### src/hw/tcd_consts.svh
// constants of the two-channel cycle-steal transfer controller
// Operation
// two channels, channel zero wins ties
// any-to-fixed, fixed-to-any, fixed-to-fixed in 1M
// register block 002016-003F16 never accessed
// 8/16-bit units, 64K/128K bytes per activation
// selectable request source per channel
// both sides incrementing is refused
// single mode clears enable on underflow
// repeat mode reloads counter, stays active
// interrupt request at counter underflow
// enabled channel transfers on every request
// first transfer loads pointer and counter
// fixed pointers writable only while disabled
// reads anytime, live pointer while enabled
// requests ignore processor interrupt masking
// source reads, then destination writes
// odd 16-bit unit takes extra cycles
// 8-bit bus splits 16-bit units
// bus-width pin sets internal access width
// peripheral or waited access adds one cycle
// request bit set always, cleared at start
// writing enable again restarts channel
// processor gets one access between channels
// 16-bit counter underflows past zero
// software request bit write pulses request
`ifndef TCD_CONSTS_SVH
`define TCD_CONSTS_SVH
// ----------------------------------------------------------------
// address space
// ----------------------------------------------------------------
`define TCD_BLK_LO 20'h00020
`define TCD_BLK_HI 20'h0003f
`define TCD_PERI_HI 20'h003ff
// ----------------------------------------------------------------
// register indices, regAddr[3] picks the channel
// ----------------------------------------------------------------
`define TCD_R_SLO 3'h0
`define TCD_R_SHI 3'h1
`define TCD_R_DLO 3'h2
`define TCD_R_DHI 3'h3
`define TCD_R_RLD 3'h4
`define TCD_R_CNT 3'h5
`define TCD_R_CTL 3'h6
`define TCD_R_SEL 3'h7
// ----------------------------------------------------------------
// control bits and request source codes
// ----------------------------------------------------------------
`define TCD_C_EN 0
`define TCD_C_RPT 1
`define TCD_C_U16 2
`define TCD_C_SINC 3
`define TCD_C_DINC 4
`define TCD_C_REQ 5
`define TCD_C_SWR 6
`define TCD_C_WT 7
`define TCD_S_PF 4'h1
`define TCD_S_PB 4'h2
`define TCD_S_PLO 4'h4
`define TCD_S_PHI 4'hb
`endif

### src/hw/tcd_pkg.sv
// types of the two-channel cycle-steal transfer controller
package tcd_pkg;
  typedef enum logic [3:0] {
    IDLE = 4'b0001,
    RD = 4'b0010,
    WR = 4'b0100,
    GAP = 4'b1000
  } tcd_fsm_t;
  // system bus request driven by the controller
  typedef struct packed {
    logic [19:0] addr;
    logic [15:0] wdata;
    logic rd;
    logic wr;
    logic wide;
  } tcd_mem_t;
  typedef struct packed {
    logic [19:0] srcPtr;
    logic [19:0] dstPtr;
    logic [19:0] live;
    logic [15:0] reload;
    logic [15:0] count;
    logic en, rpt, u16, sInc, dInc, wt, req, fresh, pinPrev;
    logic [3:0] sel;
  } tcd_chan_t;
  typedef struct packed {
    tcd_fsm_t fsm;
    tcd_chan_t [1:0] ch;
    tcd_mem_t mem;
    logic [19:0] src;
    logic [19:0] dst;
    logic [15:0] data;
    logic cur, beat, two, wl, busReq;
    logic [1:0] irq;
    logic [15:0] rdata;
  } tcd_state_t;
endpackage

### src/hw/tcd_top.sv
// two-channel cycle-steal transfer controller
//
// Design decisions made here: the address map and the strobed register port.
`include "tcd_consts.svh"
module tcd_top (
  input wire logic clock,
  input wire logic nrst,
  input wire logic [3:0] regAddr,
  input wire logic [15:0] regWdata,
  input wire logic regWr,
  input wire logic regRd,
  output logic [15:0] regRdata,
  input wire logic [7:0] periReq,
  input wire logic extIrqPinZero,
  input wire logic extIrqPinOne,
  input wire logic expMode,
  input wire logic byteBus,
  input wire logic [15:0] memRdata,
  output tcd_pkg::tcd_mem_t memBus,
  output logic busReq,
  output logic [1:0] dmaIrq
);
  import tcd_pkg::*;

  tcd_state_t st_q, st_d;
  logic [1:0] pins;
  logic bus8;
  logic endXfer;

  // ----------------------------------------------------------------
  // helpers
  // ----------------------------------------------------------------
  // register block guard: the controller must not touch itself
  function automatic logic inBlk(input logic [19:0] a);
    inBlk = (a >= `TCD_BLK_LO) && (a <= `TCD_BLK_HI);
  endfunction

  // peripheral area, or any area while software wait is on
  function automatic logic waitOf(input logic [19:0] a, input logic wt);
    waitOf = (a <= `TCD_PERI_HI) || wt;
  endfunction

  // a 16-bit unit splits on an 8-bit bus or an odd start
  function automatic logic twoOf(input logic [19:0] a, input logic u16,
                                 input logic b8);
    twoOf = u16 && (b8 || a[0]);
  endfunction

  function automatic logic reqHit(input logic [3:0] sel, input logic pin,
                                  input logic prev, input logic [7:0] per);
    case (sel)
      `TCD_S_PF: reqHit = prev && !pin;
      `TCD_S_PB: reqHit = prev ^ pin;
      default: reqHit = (sel >= `TCD_S_PLO) && (sel <= `TCD_S_PHI) &&
                        per[sel[2:0] ^ 3'h4];
    endcase
  endfunction

  assign pins = {extIrqPinOne, extIrqPinZero};
  // width pin only counts outside single-chip mode, internal memory too
  assign bus8 = expMode && byteBus;
  assign endXfer = (st_q.fsm == WR) && !st_q.wl && (!st_q.two || st_q.beat);

  // ----------------------------------------------------------------
  // next state
  // ----------------------------------------------------------------
  always_comb begin
    logic c;
    logic [19:0] a;
    logic [19:0] step;
    c = 1'b0;
    a = '0;
    step = '0;
    st_d = st_q;
    st_d.irq = 2'b00;
    st_d.rdata = 16'h0000;
    // transfer sequencer; no processor mask is consulted
    case (st_q.fsm)
      IDLE: begin
        if ((st_q.ch[0].en && st_q.ch[0].req) ||
            (st_q.ch[1].en && st_q.ch[1].req)) begin
          c = !(st_q.ch[0].en && st_q.ch[0].req);
          st_d.cur = c;
          st_d.ch[c].req = 1'b0;
          st_d.ch[c].fresh = 1'b0;
          if (st_q.ch[c].fresh) begin
            st_d.ch[c].count = st_q.ch[c].reload;
          end
          // the incrementing side runs from the live pointer
          st_d.src = (st_q.ch[c].sInc && !st_q.ch[c].fresh) ?
                     st_q.ch[c].live : st_q.ch[c].srcPtr;
          st_d.dst = (st_q.ch[c].dInc && !st_q.ch[c].fresh) ?
                     st_q.ch[c].live : st_q.ch[c].dstPtr;
          st_d.two = twoOf(st_d.src, st_q.ch[c].u16, bus8);
          st_d.beat = 1'b0;
          st_d.mem.addr = st_d.src;
          st_d.mem.rd = !inBlk(st_d.src);
          st_d.mem.wr = 1'b0;
          st_d.mem.wide = st_q.ch[c].u16 && !st_d.two;
          st_d.wl = waitOf(st_d.src, st_q.ch[c].wt);
          st_d.busReq = 1'b1;
          st_d.fsm = RD;
        end
      end
      RD: begin
        c = st_q.cur;
        if (st_q.wl) begin
          st_d.wl = 1'b0;
        end else begin
          if (st_q.two) begin
            st_d.data[{st_q.beat, 3'h0} +: 8] = memRdata[7:0];
          end else if (st_q.ch[c].u16) begin
            st_d.data = memRdata;
          end else begin
            st_d.data = {8'h00, memRdata[7:0]};
          end
          if (st_q.two && !st_q.beat) begin
            // second byte of a split unit
            a = st_q.src + 20'h00001;
            st_d.beat = 1'b1;
            st_d.mem.addr = a;
            st_d.mem.rd = !inBlk(a);
            st_d.wl = waitOf(a, st_q.ch[c].wt);
          end else begin
            // reads done, destination writes follow
            st_d.two = twoOf(st_q.dst, st_q.ch[c].u16, bus8);
            st_d.beat = 1'b0;
            st_d.mem.addr = st_q.dst;
            st_d.mem.rd = 1'b0;
            st_d.mem.wr = !inBlk(st_q.dst);
            st_d.mem.wide = st_q.ch[c].u16 && !st_d.two;
            st_d.mem.wdata = st_d.two ? {8'h00, st_d.data[7:0]} : st_d.data;
            st_d.wl = waitOf(st_q.dst, st_q.ch[c].wt);
            st_d.fsm = WR;
          end
        end
      end
      WR: begin
        c = st_q.cur;
        if (st_q.wl) begin
          st_d.wl = 1'b0;
        end else if (st_q.two && !st_q.beat) begin
          a = st_q.dst + 20'h00001;
          st_d.beat = 1'b1;
          st_d.mem.addr = a;
          st_d.mem.wr = !inBlk(a);
          st_d.mem.wdata = {8'h00, st_q.data[15:8]};
          st_d.wl = waitOf(a, st_q.ch[c].wt);
        end else begin
          st_d.mem.wr = 1'b0;
          st_d.busReq = 1'b0;
          step = {18'h00000, st_q.ch[c].u16, !st_q.ch[c].u16};
          if (st_q.ch[c].sInc || st_q.ch[c].dInc) begin
            st_d.ch[c].live = (st_q.ch[c].sInc ? st_q.src : st_q.dst) + step;
          end
          // counter passing zero is the underflow
          if (st_q.ch[c].count == 16'h0000) begin
            st_d.irq[c] = 1'b1;
            if (st_q.ch[c].rpt) begin
              st_d.ch[c].count = st_q.ch[c].reload;
            end else begin
              st_d.ch[c].en = 1'b0;
            end
          end else begin
            st_d.ch[c].count = st_q.ch[c].count - 16'h0001;
          end
          // channel zero hands the bus back before anyone else
          st_d.fsm = c ? IDLE : GAP;
        end
      end
      GAP: begin
        st_d.fsm = IDLE;
      end
      default: begin
        st_d.fsm = IDLE;
      end
    endcase

    // software writes; they override the sequencer's own updates
    if (regWr) begin
      c = regAddr[3];
      case (regAddr[2:0])
        `TCD_R_SLO: begin
          if (st_q.ch[c].sInc || !st_q.ch[c].en) begin
            st_d.ch[c].srcPtr[15:0] = regWdata;
          end
        end
        `TCD_R_SHI: begin
          if (st_q.ch[c].sInc || !st_q.ch[c].en) begin
            st_d.ch[c].srcPtr[19:16] = regWdata[3:0];
          end
        end
        `TCD_R_DLO: begin
          if (st_q.ch[c].dInc || !st_q.ch[c].en) begin
            st_d.ch[c].dstPtr[15:0] = regWdata;
          end
        end
        `TCD_R_DHI: begin
          if (st_q.ch[c].dInc || !st_q.ch[c].en) begin
            st_d.ch[c].dstPtr[19:16] = regWdata[3:0];
          end
        end
        `TCD_R_RLD: begin
          st_d.ch[c].reload = regWdata;
        end
        `TCD_R_CTL: begin
          st_d.ch[c].en = regWdata[`TCD_C_EN];
          st_d.ch[c].fresh = regWdata[`TCD_C_EN];
          st_d.ch[c].rpt = regWdata[`TCD_C_RPT];
          st_d.ch[c].u16 = regWdata[`TCD_C_U16];
          st_d.ch[c].wt = regWdata[`TCD_C_WT];
          st_d.ch[c].sInc = regWdata[`TCD_C_SINC];
          // source wins when both sides ask to increment
          st_d.ch[c].dInc = regWdata[`TCD_C_DINC] && !regWdata[`TCD_C_SINC];
          if (!regWdata[`TCD_C_REQ]) begin
            st_d.ch[c].req = 1'b0;
          end
        end
        `TCD_R_SEL: begin
          st_d.ch[c].sel = regWdata[3:0];
        end
        default: begin
          st_d.ch[c].sel = st_q.ch[c].sel;
        end
      endcase
    end

    // register reads, answered on the next cycle
    if (regRd) begin
      c = regAddr[3];
      case (regAddr[2:0])
        `TCD_R_SLO: st_d.rdata = (st_q.ch[c].en && st_q.ch[c].sInc) ?
                                 st_q.ch[c].live[15:0] : st_q.ch[c].srcPtr[15:0];
        `TCD_R_SHI: st_d.rdata = {12'h000, (st_q.ch[c].en && st_q.ch[c].sInc) ?
                                 st_q.ch[c].live[19:16] : st_q.ch[c].srcPtr[19:16]};
        `TCD_R_DLO: st_d.rdata = (st_q.ch[c].en && st_q.ch[c].dInc) ?
                                 st_q.ch[c].live[15:0] : st_q.ch[c].dstPtr[15:0];
        `TCD_R_DHI: st_d.rdata = {12'h000, (st_q.ch[c].en && st_q.ch[c].dInc) ?
                                 st_q.ch[c].live[19:16] : st_q.ch[c].dstPtr[19:16]};
        `TCD_R_RLD: st_d.rdata = st_q.ch[c].reload;
        `TCD_R_CNT: st_d.rdata = st_q.ch[c].count;
        `TCD_R_CTL: st_d.rdata = {8'h00, st_q.ch[c].wt, 1'b0, st_q.ch[c].req,
                                 st_q.ch[c].dInc, st_q.ch[c].sInc, st_q.ch[c].u16,
                                 st_q.ch[c].rpt, st_q.ch[c].en};
        default: st_d.rdata = {12'h000, st_q.ch[c].sel};
      endcase
    end

    // requests last, so a new one beats any clear in the same cycle
    for (int i = 0; i < 2; i++) begin
      st_d.ch[i].pinPrev = pins[i];
      if (reqHit(st_q.ch[i].sel, pins[i], st_q.ch[i].pinPrev, periReq) ||
          (regWr && regAddr == {i[0], `TCD_R_CTL} && regWdata[`TCD_C_SWR])) begin
        st_d.ch[i].req = 1'b1;
      end
    end
  end

  // ----------------------------------------------------------------
  // state register and outputs
  // ----------------------------------------------------------------
  always_ff @(posedge clock) begin
    if (!nrst) begin
      st_q <= '0;
      st_q.fsm <= IDLE;
    end else begin
      st_q <= st_d;
    end
  end

  assign regRdata = st_q.rdata;
  assign memBus = st_q.mem;
  assign busReq = st_q.busReq;
  assign dmaIrq = st_q.irq;
endmodule

### config.mk
export PLATFORM = sky130hd
export DESIGN_NAME = tcd_top
export DESIGN_NICKNAME = d
export VERILOG_FILES = /design/src/hw/tcd_pkg.sv /design/src/hw/tcd_top.sv
export VERILOG_INCLUDE_DIRS = /design/src /design/src/hw
export SDC_FILE = /design/constraint.sdc
export NUM_CORES = 1
export LEC_CHECK = 0
export BUFFER_PORTS_ARGS = -buffer_cell sky130_fd_sc_hd__buf_2
export CORE_MARGIN = 3
export CORE_UTILIZATION = 48
export DETAILED_ROUTE_END_ITERATION = 7
export PLACE_DENSITY = 0.68
export SETUP_SLACK_MARGIN = 0.1
export SYNTH_ARGS = -nofsm -noshare
export SYNTH_HDL_FRONTEND = slang
export SYNTH_SLANG_ARGS = --single-unit
### constraint.sdc
create_clock -name clock -period 3.23 [get_ports clock]
set_input_delay 0.969 -clock clock [delete_from_list [all_inputs] [get_ports clock]]
set_output_delay 0.969 -clock clock [all_outputs]
set_load 0.1 [all_outputs]
Yosys cells after proc, flatten, opt, wreduce, memory -nomap -nowiden
Index checks and enable logic that the tools add are counted.
W data, S select, Z words.
{"block": "word_totals", "regBits": 332, "in_bits": 52, "out_inout_bits": 58}
{"block": "op_classes", "n_addsub": 5, "n_lt_le_gt_ge": 24, "n_eq_ne": 22, "n_shift": 2, "muxes": 143, "n_bitwise": 8, "n_reduce_logical": 74}
{"op": "$bwmux W210", "count": 22}
{"op": "$mux W210", "count": 13}
{"op": "$demux W105 S1", "count": 20}
{"op": "$pmux W210 S7", "count": 1}
{"op": "$mux W105", "count": 5}
{"op": "$pmux W210 S2", "count": 1}
{"op": "$mux W250", "count": 1}
{"op": "$mux W234", "count": 1}
{"op": "$mux W214", "count": 1}
{"op": "$mux W45", "count": 3}
{"op": "$pmux W16 S7", "count": 1}
{"op": "$mux W101", "count": 1}
{"op": "$mux W16", "count": 6}
{"op": "$mux W85", "count": 1}
{"op": "$mux W81", "count": 1}
{"op": "$ge A20 B6 Y1 const B", "count": 4}
{"op": "$le A20 B10 Y1 const B", "count": 4}
{"op": "$le A20 B6 Y1 const B", "count": 4}
{"op": "$mux W20", "count": 4}
{"op": "$mux W65", "count": 1}
{"op": "$pmux W20 S3", "count": 1}
{"op": "$mux W29", "count": 2}
{"op": "$mux W43", "count": 1}
{"op": "$add A20 B1 Y20 const B", "count": 2}
{"op": "54 further kinds", "count": 177}

Longest topological paths before layout
Gate-level depths: netlist of run 1.
{"block": "logic_depth", "depth_word": 27, "mapped_depth": 15, "mapped_depth_nobuf": 11}

Worst setup path before layout of run 1
Ideal clock, no wire load.
{"block": "synth_path", "path_type": "flip-flop to flip-flop", "startpoint": "register st_q[22] (netlist bit)", "endpoint": "register st_q[180] (netlist bit)", "setup_ns": 0.133, "arrival_ns": 3.284, "path_slack_ns": -0.188, "stages_incl_launch_ff": 15, "period_less_slack_ns": 3.418, "path_cell_list": "dfxtp_1 buf_6 mux2_2 buf_2 buf_1 clkbuf_1 nor2_1 a21o_1 ha_1 a21oi_1 a211oi_1 nand4_1 xnor2_1 mux2i_1 o22ai_1"}
{"block": "synth_via", "elab_chain_len": 26, "elab_cells_between_ends": 49, "cone_classes": "add/sub (1); order compare (2); mux (42); reduce/logical (4)"}
{"item": "from (decl)", "line_no": "tcd_top.sv:25", "source": "tcd_state_t st_q, st_d;"}
{"item": "from (signal assigned)", "line_no": "tcd_top.sv:267", "source": "st_q <= st_d;"}
{"item": "$mux W45 (not written as such) (tied with other cells)", "line_no": "tcd_top.sv:157", "source": "if (st_q.ch[c].count == 16'h0000) begin"}
{"item": "$mux W45 (not written as such) or $logic_and A1 B1 Y1 (tied branches)", "line_no": "tcd_top.sv:157, tcd_top.sv:154"}
{"item": "$mux W20 (tied with other cells)", "line_no": "tcd_top.sv:154", "source": "st_d.ch[c].live = (st_q.ch[c].sInc ? st_q.src : st_q.dst) + step;"}
{"item": "$add A20 B2 Y20 or $demux W105 S1 (tied branches)", "line_no": "tcd_top.sv:154"}
{"item": "$bwmux W210", "line_no": "tcd_top.sv:154"}
{"item": "$mux W210", "line_no": "tcd_top.sv:153", "source": "if (st_q.ch[c].sInc || st_q.ch[c].dInc) begin"}
{"item": "$mux W210", "line_no": "tcd_top.sv:142", "source": "end else if (st_q.two && !st_q.beat) begin"}
{"item": "$mux W210", "line_no": "tcd_top.sv:140", "source": "if (st_q.wl) begin"}
{"item": "(+10 left out)"}
{"item": "$bwmux W210", "line_no": "tcd_top.sv:210", "source": "st_d.ch[c].u16 = regWdata[`TCD_C_U16];"}
{"item": "$bwmux W210", "line_no": "tcd_top.sv:211", "source": "st_d.ch[c].wt = regWdata[`TCD_C_WT];"}
{"item": "$bwmux W210", "line_no": "tcd_top.sv:212", "source": "st_d.ch[c].sInc = regWdata[`TCD_C_SINC];"}
{"item": "$bwmux W210", "line_no": "tcd_top.sv:214", "source": "st_d.ch[c].dInc = regWdata[`TCD_C_DINC] && !regWdata[`TCD_C_SINC];"}
{"item": "$bwmux W210", "line_no": "tcd_top.sv:216", "source": "st_d.ch[c].req = 1'b0;"}
{"item": "$mux W210", "line_no": "tcd_top.sv:215", "source": "if (!regWdata[`TCD_C_REQ]) begin"}
{"item": "$pmux W210 S7", "line_no": "tcd_top.sv:182", "source": "case (regAddr[2:0])"}
{"item": "$mux W210 (*)", "line_no": "tcd_top.sv:180", "source": "if (regWr) begin"}
Mark *: on every way between the ends. The rest lies on a longest branch, timed or not. The select of a mux whose other input is x is not followed.
A chain may end at the register's enable or synchronous reset.

Worst setup path in the final report of run 1
{"block": "layout_path", "startpoint": "register st_q[39] (netlist bit)", "endpoint": "register st_q (netlist bit memBus[1])"}
{"block": "layout_via", "elab_chain_len": 7, "elab_cells_between_ends": 14, "cone_classes": "add/sub (1); order compare (4); mux (5); reduce/logical (4)"}
{"item": "$add A20 B1 Y20", "line_no": "tcd_top.sv:143", "source": "a = st_q.dst + 20'h00001;"}
{"item": "$ge A20 B6 Y1 (no line) or $le A20 B6 Y1 (tied branches)"}
{"item": "$logic_and A1 B1 Y1", "line_no": "tcd_top.sv:35", "source": "inBlk = (a >= `TCD_BLK_LO) && (a <= `TCD_BLK_HI);"}
{"item": "$logic_not A1 Y1", "line_no": "tcd_top.sv:146", "source": "st_d.mem.wr = !inBlk(a);"}
{"item": "$mux W1", "line_no": "tcd_top.sv:142"}
{"item": "$mux W1", "line_no": "tcd_top.sv:140"}
{"item": "$pmux W1 S3 (*)", "line_no": "tcd_top.sv:78", "source": "case (st_q.fsm)"}
Marks and branches as above.

==> results of run 1 <==
stage by stage:
step / cell area (um^2) / cells / setup WS [ns] / hold slack [ns] / total power [mW]
2_1_floorplan: 20200 / 2538 / 0.119 / 0.437 / 4.63
3_3_place_gp: 21200 / 3034 / 0.408 / 0.442 / 4.88
3_5_place_dp: 21200 / 3034 / 0.345 / 0.447 / 4.89
4_1_cts: 22500 / 3104 / 0.360 / 0.455 / 9.49
5_1_grt: 22500 / 3104 / 0.0464 / 0.482 / 9.69
6_report: 22500 / 3104 / 0.337 / 0.454 / 9.47
cell type report:
| type | count | area share [%] |
|---|---|---|
| clock buffers | 51 | 4.90 |
| clock inverters | 19 | 0.966 |
| inverters | 27 | 0.483 |
| multi-input cells | 1907 | 54.2 |
| flip-flops and latches | 332 | 29.5 |
| well taps | 532 | 2.95 |
| repair buffers | 236 | 7.00 |
timing repair:
item	in CTS	in global routing
gates resized for setup	0	0
endpoints found under the setup margin	0	5
hold endpoints to repair	0	0
final timing paths:
check	to	slack, ns	cells after the start
worst max-delay path	memBus[1]	0.34	9
worst min-delay path	st_q[30]	0.45	2
worst max register to register	memBus[1]	0.34	9
worst min register to register	st_q[30]	0.45	2
power groups by stage:
stage               sequential (mW)  clock [mW]  combinational (mW)
floorplan                      4.25           0               0.382
global placement               4.28           0               0.594
detailed placement             4.29           0               0.602
CTS                            4.19        4.69               0.604
global route                   4.20        4.84               0.652
finish                         4.20        4.65               0.618
state kept, by name, indices dropped and copies added (netlist names):
signal	flops
busReq	1
dmaIrq	2
memBus	39
regRdata	16
st_q	274
routing by layer:
layer  share of wire (%)  wire length, um  track usage [%]
met2                  41            32500             50.4
met3                  12             9170             7.65
met5               0.017               13                0
met1                  42            32800             48.7
met4                 4.9             3830             14.6
cells in the mapped netlist, types with 38 or more instances:
cell type  number
nor2_1        210
nand2_1       390
xnor2_1        41
mux4_2         59
clkbuf_1      152
buf_4          57
mux2i_1       124
buf_2          39
o22ai_1        38
dfxtp_1       332
o21ai_0       122
a21oi_1       313
nor3_1         54
nand3_1        76
a211oi_1       46
a221oi_1       39
worst reg2reg max path: cells and delay by family, from the launching register on:
family	cells	cell delay (ns)
buffers and inverters	1	0.20
DFF	1	0.56
AOI/OAI and AO/OA	3	0.85
adders and majority gates	1	0.35
and+or+nand+nor	4	0.83
cells by family (layout without fill, tap and decap cells):
logic type	after synthesis	in the layout	share of synthesized area, %
AOI/OAI and AO/OA	717	717	21.7
xor gates and xnor gates	69	69	2.99
and+or+nand+nor	901	901	20.6
adders and majority gates	13	13	0.841
buffers and inverters	299	333	6.96
DFF	332	332	32.9
muxes	207	207	14.0
==> impl_metrics.ini, run 1 <==
[status]
status = complete, no violations

[cells_and_area]
syn_to_final_growth_pct = 11.4
layout.nets = 2608
drive_gt1_share_pct = 16.8
fillers = 3910
fin_util_pct = 54.7
multi_input_area_um2 = 12200
seq_area_um2 = 6650
diodes = 0
final_cell_mix = nand2_1, dfxtp_1, a21oi_1, nor2_1, mux2i_1
layout_commonest_cell = nand2_1

[logic_synthesis]
synth-seq-area-share_pct = 32.9
syn_area_um2 = 20200
synth_area_leader_cell = dfxtp_1
ys_types = 91
synth-edff-count = 0
ys_ff_latch = 332
synth_cells = 2538
yosysTopAreaCellShare_pct = 32.9
async_flop_share_pct = 0
ys.flop_type = dfxtp_1
syn_nets = 2603
syn_avg_cell_area_um2 = 7.97
ys_top_cells_by_area = dfxtp_1, a21oi_1, nand2_1
ys_warn_count = 0

[pwr]
pwr-share-comb_pct = 6.5
ir_worst_vdd_v = 0.000419
p_clk_share_pct = 49.1
power.density_nw_per_um2 = 420
p_switching_mw = 2.40
seqPwrFrac_pct = 44.4
netSwitchingFraction_pct = 25.4
p_int_mw = 7.07
p_leak_nw = 7.94

[clocking]
hold_buffers = 0
numCtsBuffers = 39
clock_path_buffers = 3
cts.reportedPaths.clkPinSlew_ns = 0.06
post_cts.repair.setup_buffers = 0
clock-sinks = 332
clk_latency_ns = 0.57
htreeDepth = 2
cts-root-buf = clkbuf_16
cts_tree = built

[timing]
period_minus_slack_ns = 2.89
hold_violations = 0
maxSlewHeadroom_pct = 35.9
fin_skew_ns = 0.0208
final_max_slew_viol_count = 0
worstMarginPinSlew_ns = 0.958
finalSetupViolCount = 0
max_freq_mhz = 346
fin_tns_setup_ns = 0
post-route-period-util_pct = 89.6
grt_setup_unrepaired = yes

[setup_path]
endpoint_kind = flop
critPathMaxStageDelay_ns = 0.56
start_kind = flop
cp.required_ns = 3.68
startpoint = st_q[39]
r2r-start = st_q[39]
path_cells = ha_1, nand4_1, nor4_1, buf_4, nand4b_1, and3_1, a211oi_1, a21boi_0, o221a_2
path_buf_inv = 1
crit_path_max_fanout = 9
cp_top_family = compound AO/OA/AOI/OAI gates
worstPathArrival_ns = 3.34
path_class = flop to flop
critPathSlowestCell = dfxtp_1

[placement]
hpwl_um = 57300
io_buffer_count = 109
globalplace.congestion = 1.03

[die]
die_h_um = 211
die_w_um = 211
start_util_pct = 49.1
die-area_um2 = 44600
coreArea_um2 = 41200
pin_count = 110
rows = 74

[drt]
via_per_inst = 6.59
antenna_left = 0
wl_per_cell_um = 25.2
num_vias = 20446
drc = 0
firstDrtPassIters = 8
first_iter_violations = 2546
routed_wl_um = 78400

[global_routing]
track_usage_pct = 34.3
antenna_found_initial = 1
grt_pass1_wl_um = 118000
grt_max_degree = 171
grt_pass1_vias = 18844
grt_overflow = 0

[job]
maxCapViolCount = 0

[hold_path]
hold_path.class = flop to flop
hp-start = st_q[30]
No activity file was read; power rests on OpenSTA's default activity.
==> run 2, diff against run 1 <==
- CORE_MARGIN: 3 -> 2
==> impl_metrics.ini, run 2 (same netlist as run 1, synthesis figures left out) <==
[status]
status = complete, no violations

[timing]
final_max_slew_viol_count = 0
grt_setup_unrepaired = no
max_freq_mhz = 341
worstMarginPinSlew_ns = 1.04
hold_violations = 0
maxSlewHeadroom_pct = 30.7
finalSetupViolCount = 0
fin_tns_setup_ns = 0
period_minus_slack_ns = 2.93
post-route-period-util_pct = 90.8
fin_skew_ns = 0.0247

[global_routing]
antenna_found_initial = 0
grt_overflow = 0
grt_pass1_vias = 18908
track_usage_pct = 34.2
grt_max_degree = 195
grt_pass1_wl_um = 116000

[clocking]
hold_buffers = 0
htreeDepth = 2
cts_resized = 0
cts_tree = built
clock-sinks = 332
cts.reportedPaths.clkPinSlew_ns = 0.06
clock_path_buffers = 3
post_cts.repair.setup_buffers = 0
cts-root-buf = clkbuf_16
clk_latency_ns = 0.57
numCtsBuffers = 38

[setup_path]
startpoint = st_q[22]
cp.required_ns = 3.65
endpoint_kind = flop
start_kind = flop
timing.rr.end = st_q[143]
critPathMaxStageDelay_ns = 0.64
r2r_setup_slack_ns = 0.30
path_cells = buf_12, nor4b_1, o22ai_1, or4_1, buf_12, nand2_1, a211oi_1, a32oi_1, o21ai_0
critPathSlowestCell = or4_1
path_class = flop to flop
reg2regPathDepth = 9
crit_path_frequent_cell = buf_12
worstPathArrival_ns = 3.35
crit_path_max_fanout = 51
r2r-start = st_q[22]

[die]
coreArea_um2 = 41800
die_w_um = 209
die_h_um = 209
die-area_um2 = 43800
start_util_pct = 48.4
rows = 75
pin_count = 110

[drt]
firstDrtPassIters = 6
routed_wl_um = 76500
antenna_left = 0
num_vias = 20312
wl_per_cell_um = 24.6
via_per_inst = 6.53
drc = 0
first_iter_violations = 2606

[cells_and_area]
multi_input_area_um2 = 12200
diodes = 0
fillers = 3920
largest_register = st_q
layout.nets = 2609
drive_gt1_share_pct = 16.8
design_area_um2 = 22600
final_cell_mix = nand2_1, dfxtp_1, a21oi_1, nor2_1, mux2i_1
largest_reg_flops = 274
syn_to_final_growth_pct = 11.8
layout_commonest_cell = nand2_1
seq_area_um2 = 6650

[pwr]
ir_worst_vdd_v = 0.000405
p_leak_nw = 7.99
power.density_nw_per_um2 = 424

[placement]
post_dp_cell_area_um2 = 21300
hpwl_um = 55900
globalplace.congestion = 1.03
io_buffer_count = 109

[job]
maxCapViolCount = 0

[hold_path]
hold_end = st_q[30]
hold_path_depth = 2
hold_path.class = flop to flop
hp-start = st_q[30]
-- run 2: worst max-delay path by stage --
stage	slack, ns	cells after the start	endpoint
after global placement	0.26	8	regRdata[8]
after CTS	0.34	9	st_q[243]
after global routing	0.15	11	st_q[171]
after detailed placement	0.28	8	regRdata[8]
after floorplan	0.12	14	st_q[179]
final	0.30	9	st_q[143]
-- run 2: worst max-delay path, delay by kind of cell (launching register included) --
kind / cells / cell delay [ns]
flip-flops: 1 / 0.39
AO/OA/AOI/OAI: 4 / 0.70
buffers and inverters: 2 / 0.45
AND/OR/NAND/NOR: 3 / 1.21
-- run 2: report_power, final --
group          total, mW  internal [mW]  switching (mW)  leakage (nW)
logic              0.623          0.190           0.433          4.64
clock network       4.77           2.93            1.84         0.670
registers           4.19           4.14          0.0582          2.68
-- run 2: per-stage QoR --
stage	cells	hold WS, ns	power (mW)	setup slack [ns]	utilization, %
finish	3112	0.453	9.58	0.297	54.2
global route	3112	0.481	9.80	0.147	54.2
CTS	3112	0.457	9.60	0.335	54.2
detailed placement	3043	0.449	4.88	0.282	50.9
global placement	3043	0.442	4.88	0.258	50.9
floorplan	2538	0.437	4.63	0.119	-
-- run 2: area by class of cell --
type / count / area share [%]
clock buffer: 56 / 5.04
clock inverter: 13 / 0.996
inverter: 27 / 0.481
multi-input combinational: 1907 / 54.0
sequential: 332 / 29.4
tap: 539 / 2.98
timing repair buffer: 238 / 7.09
-- run 2: per-layer routing --
metal / vias to the layer above / track usage [%] / wire, um
li1: 9152 / - / -
met1: 9767 / 48.8 / 32200
met2: 1194 / 49.8 / 31900
met3: 199 / 6.43 / 8440
met4: 0 / 16.3 / 3960
met5: - / 0 / 0
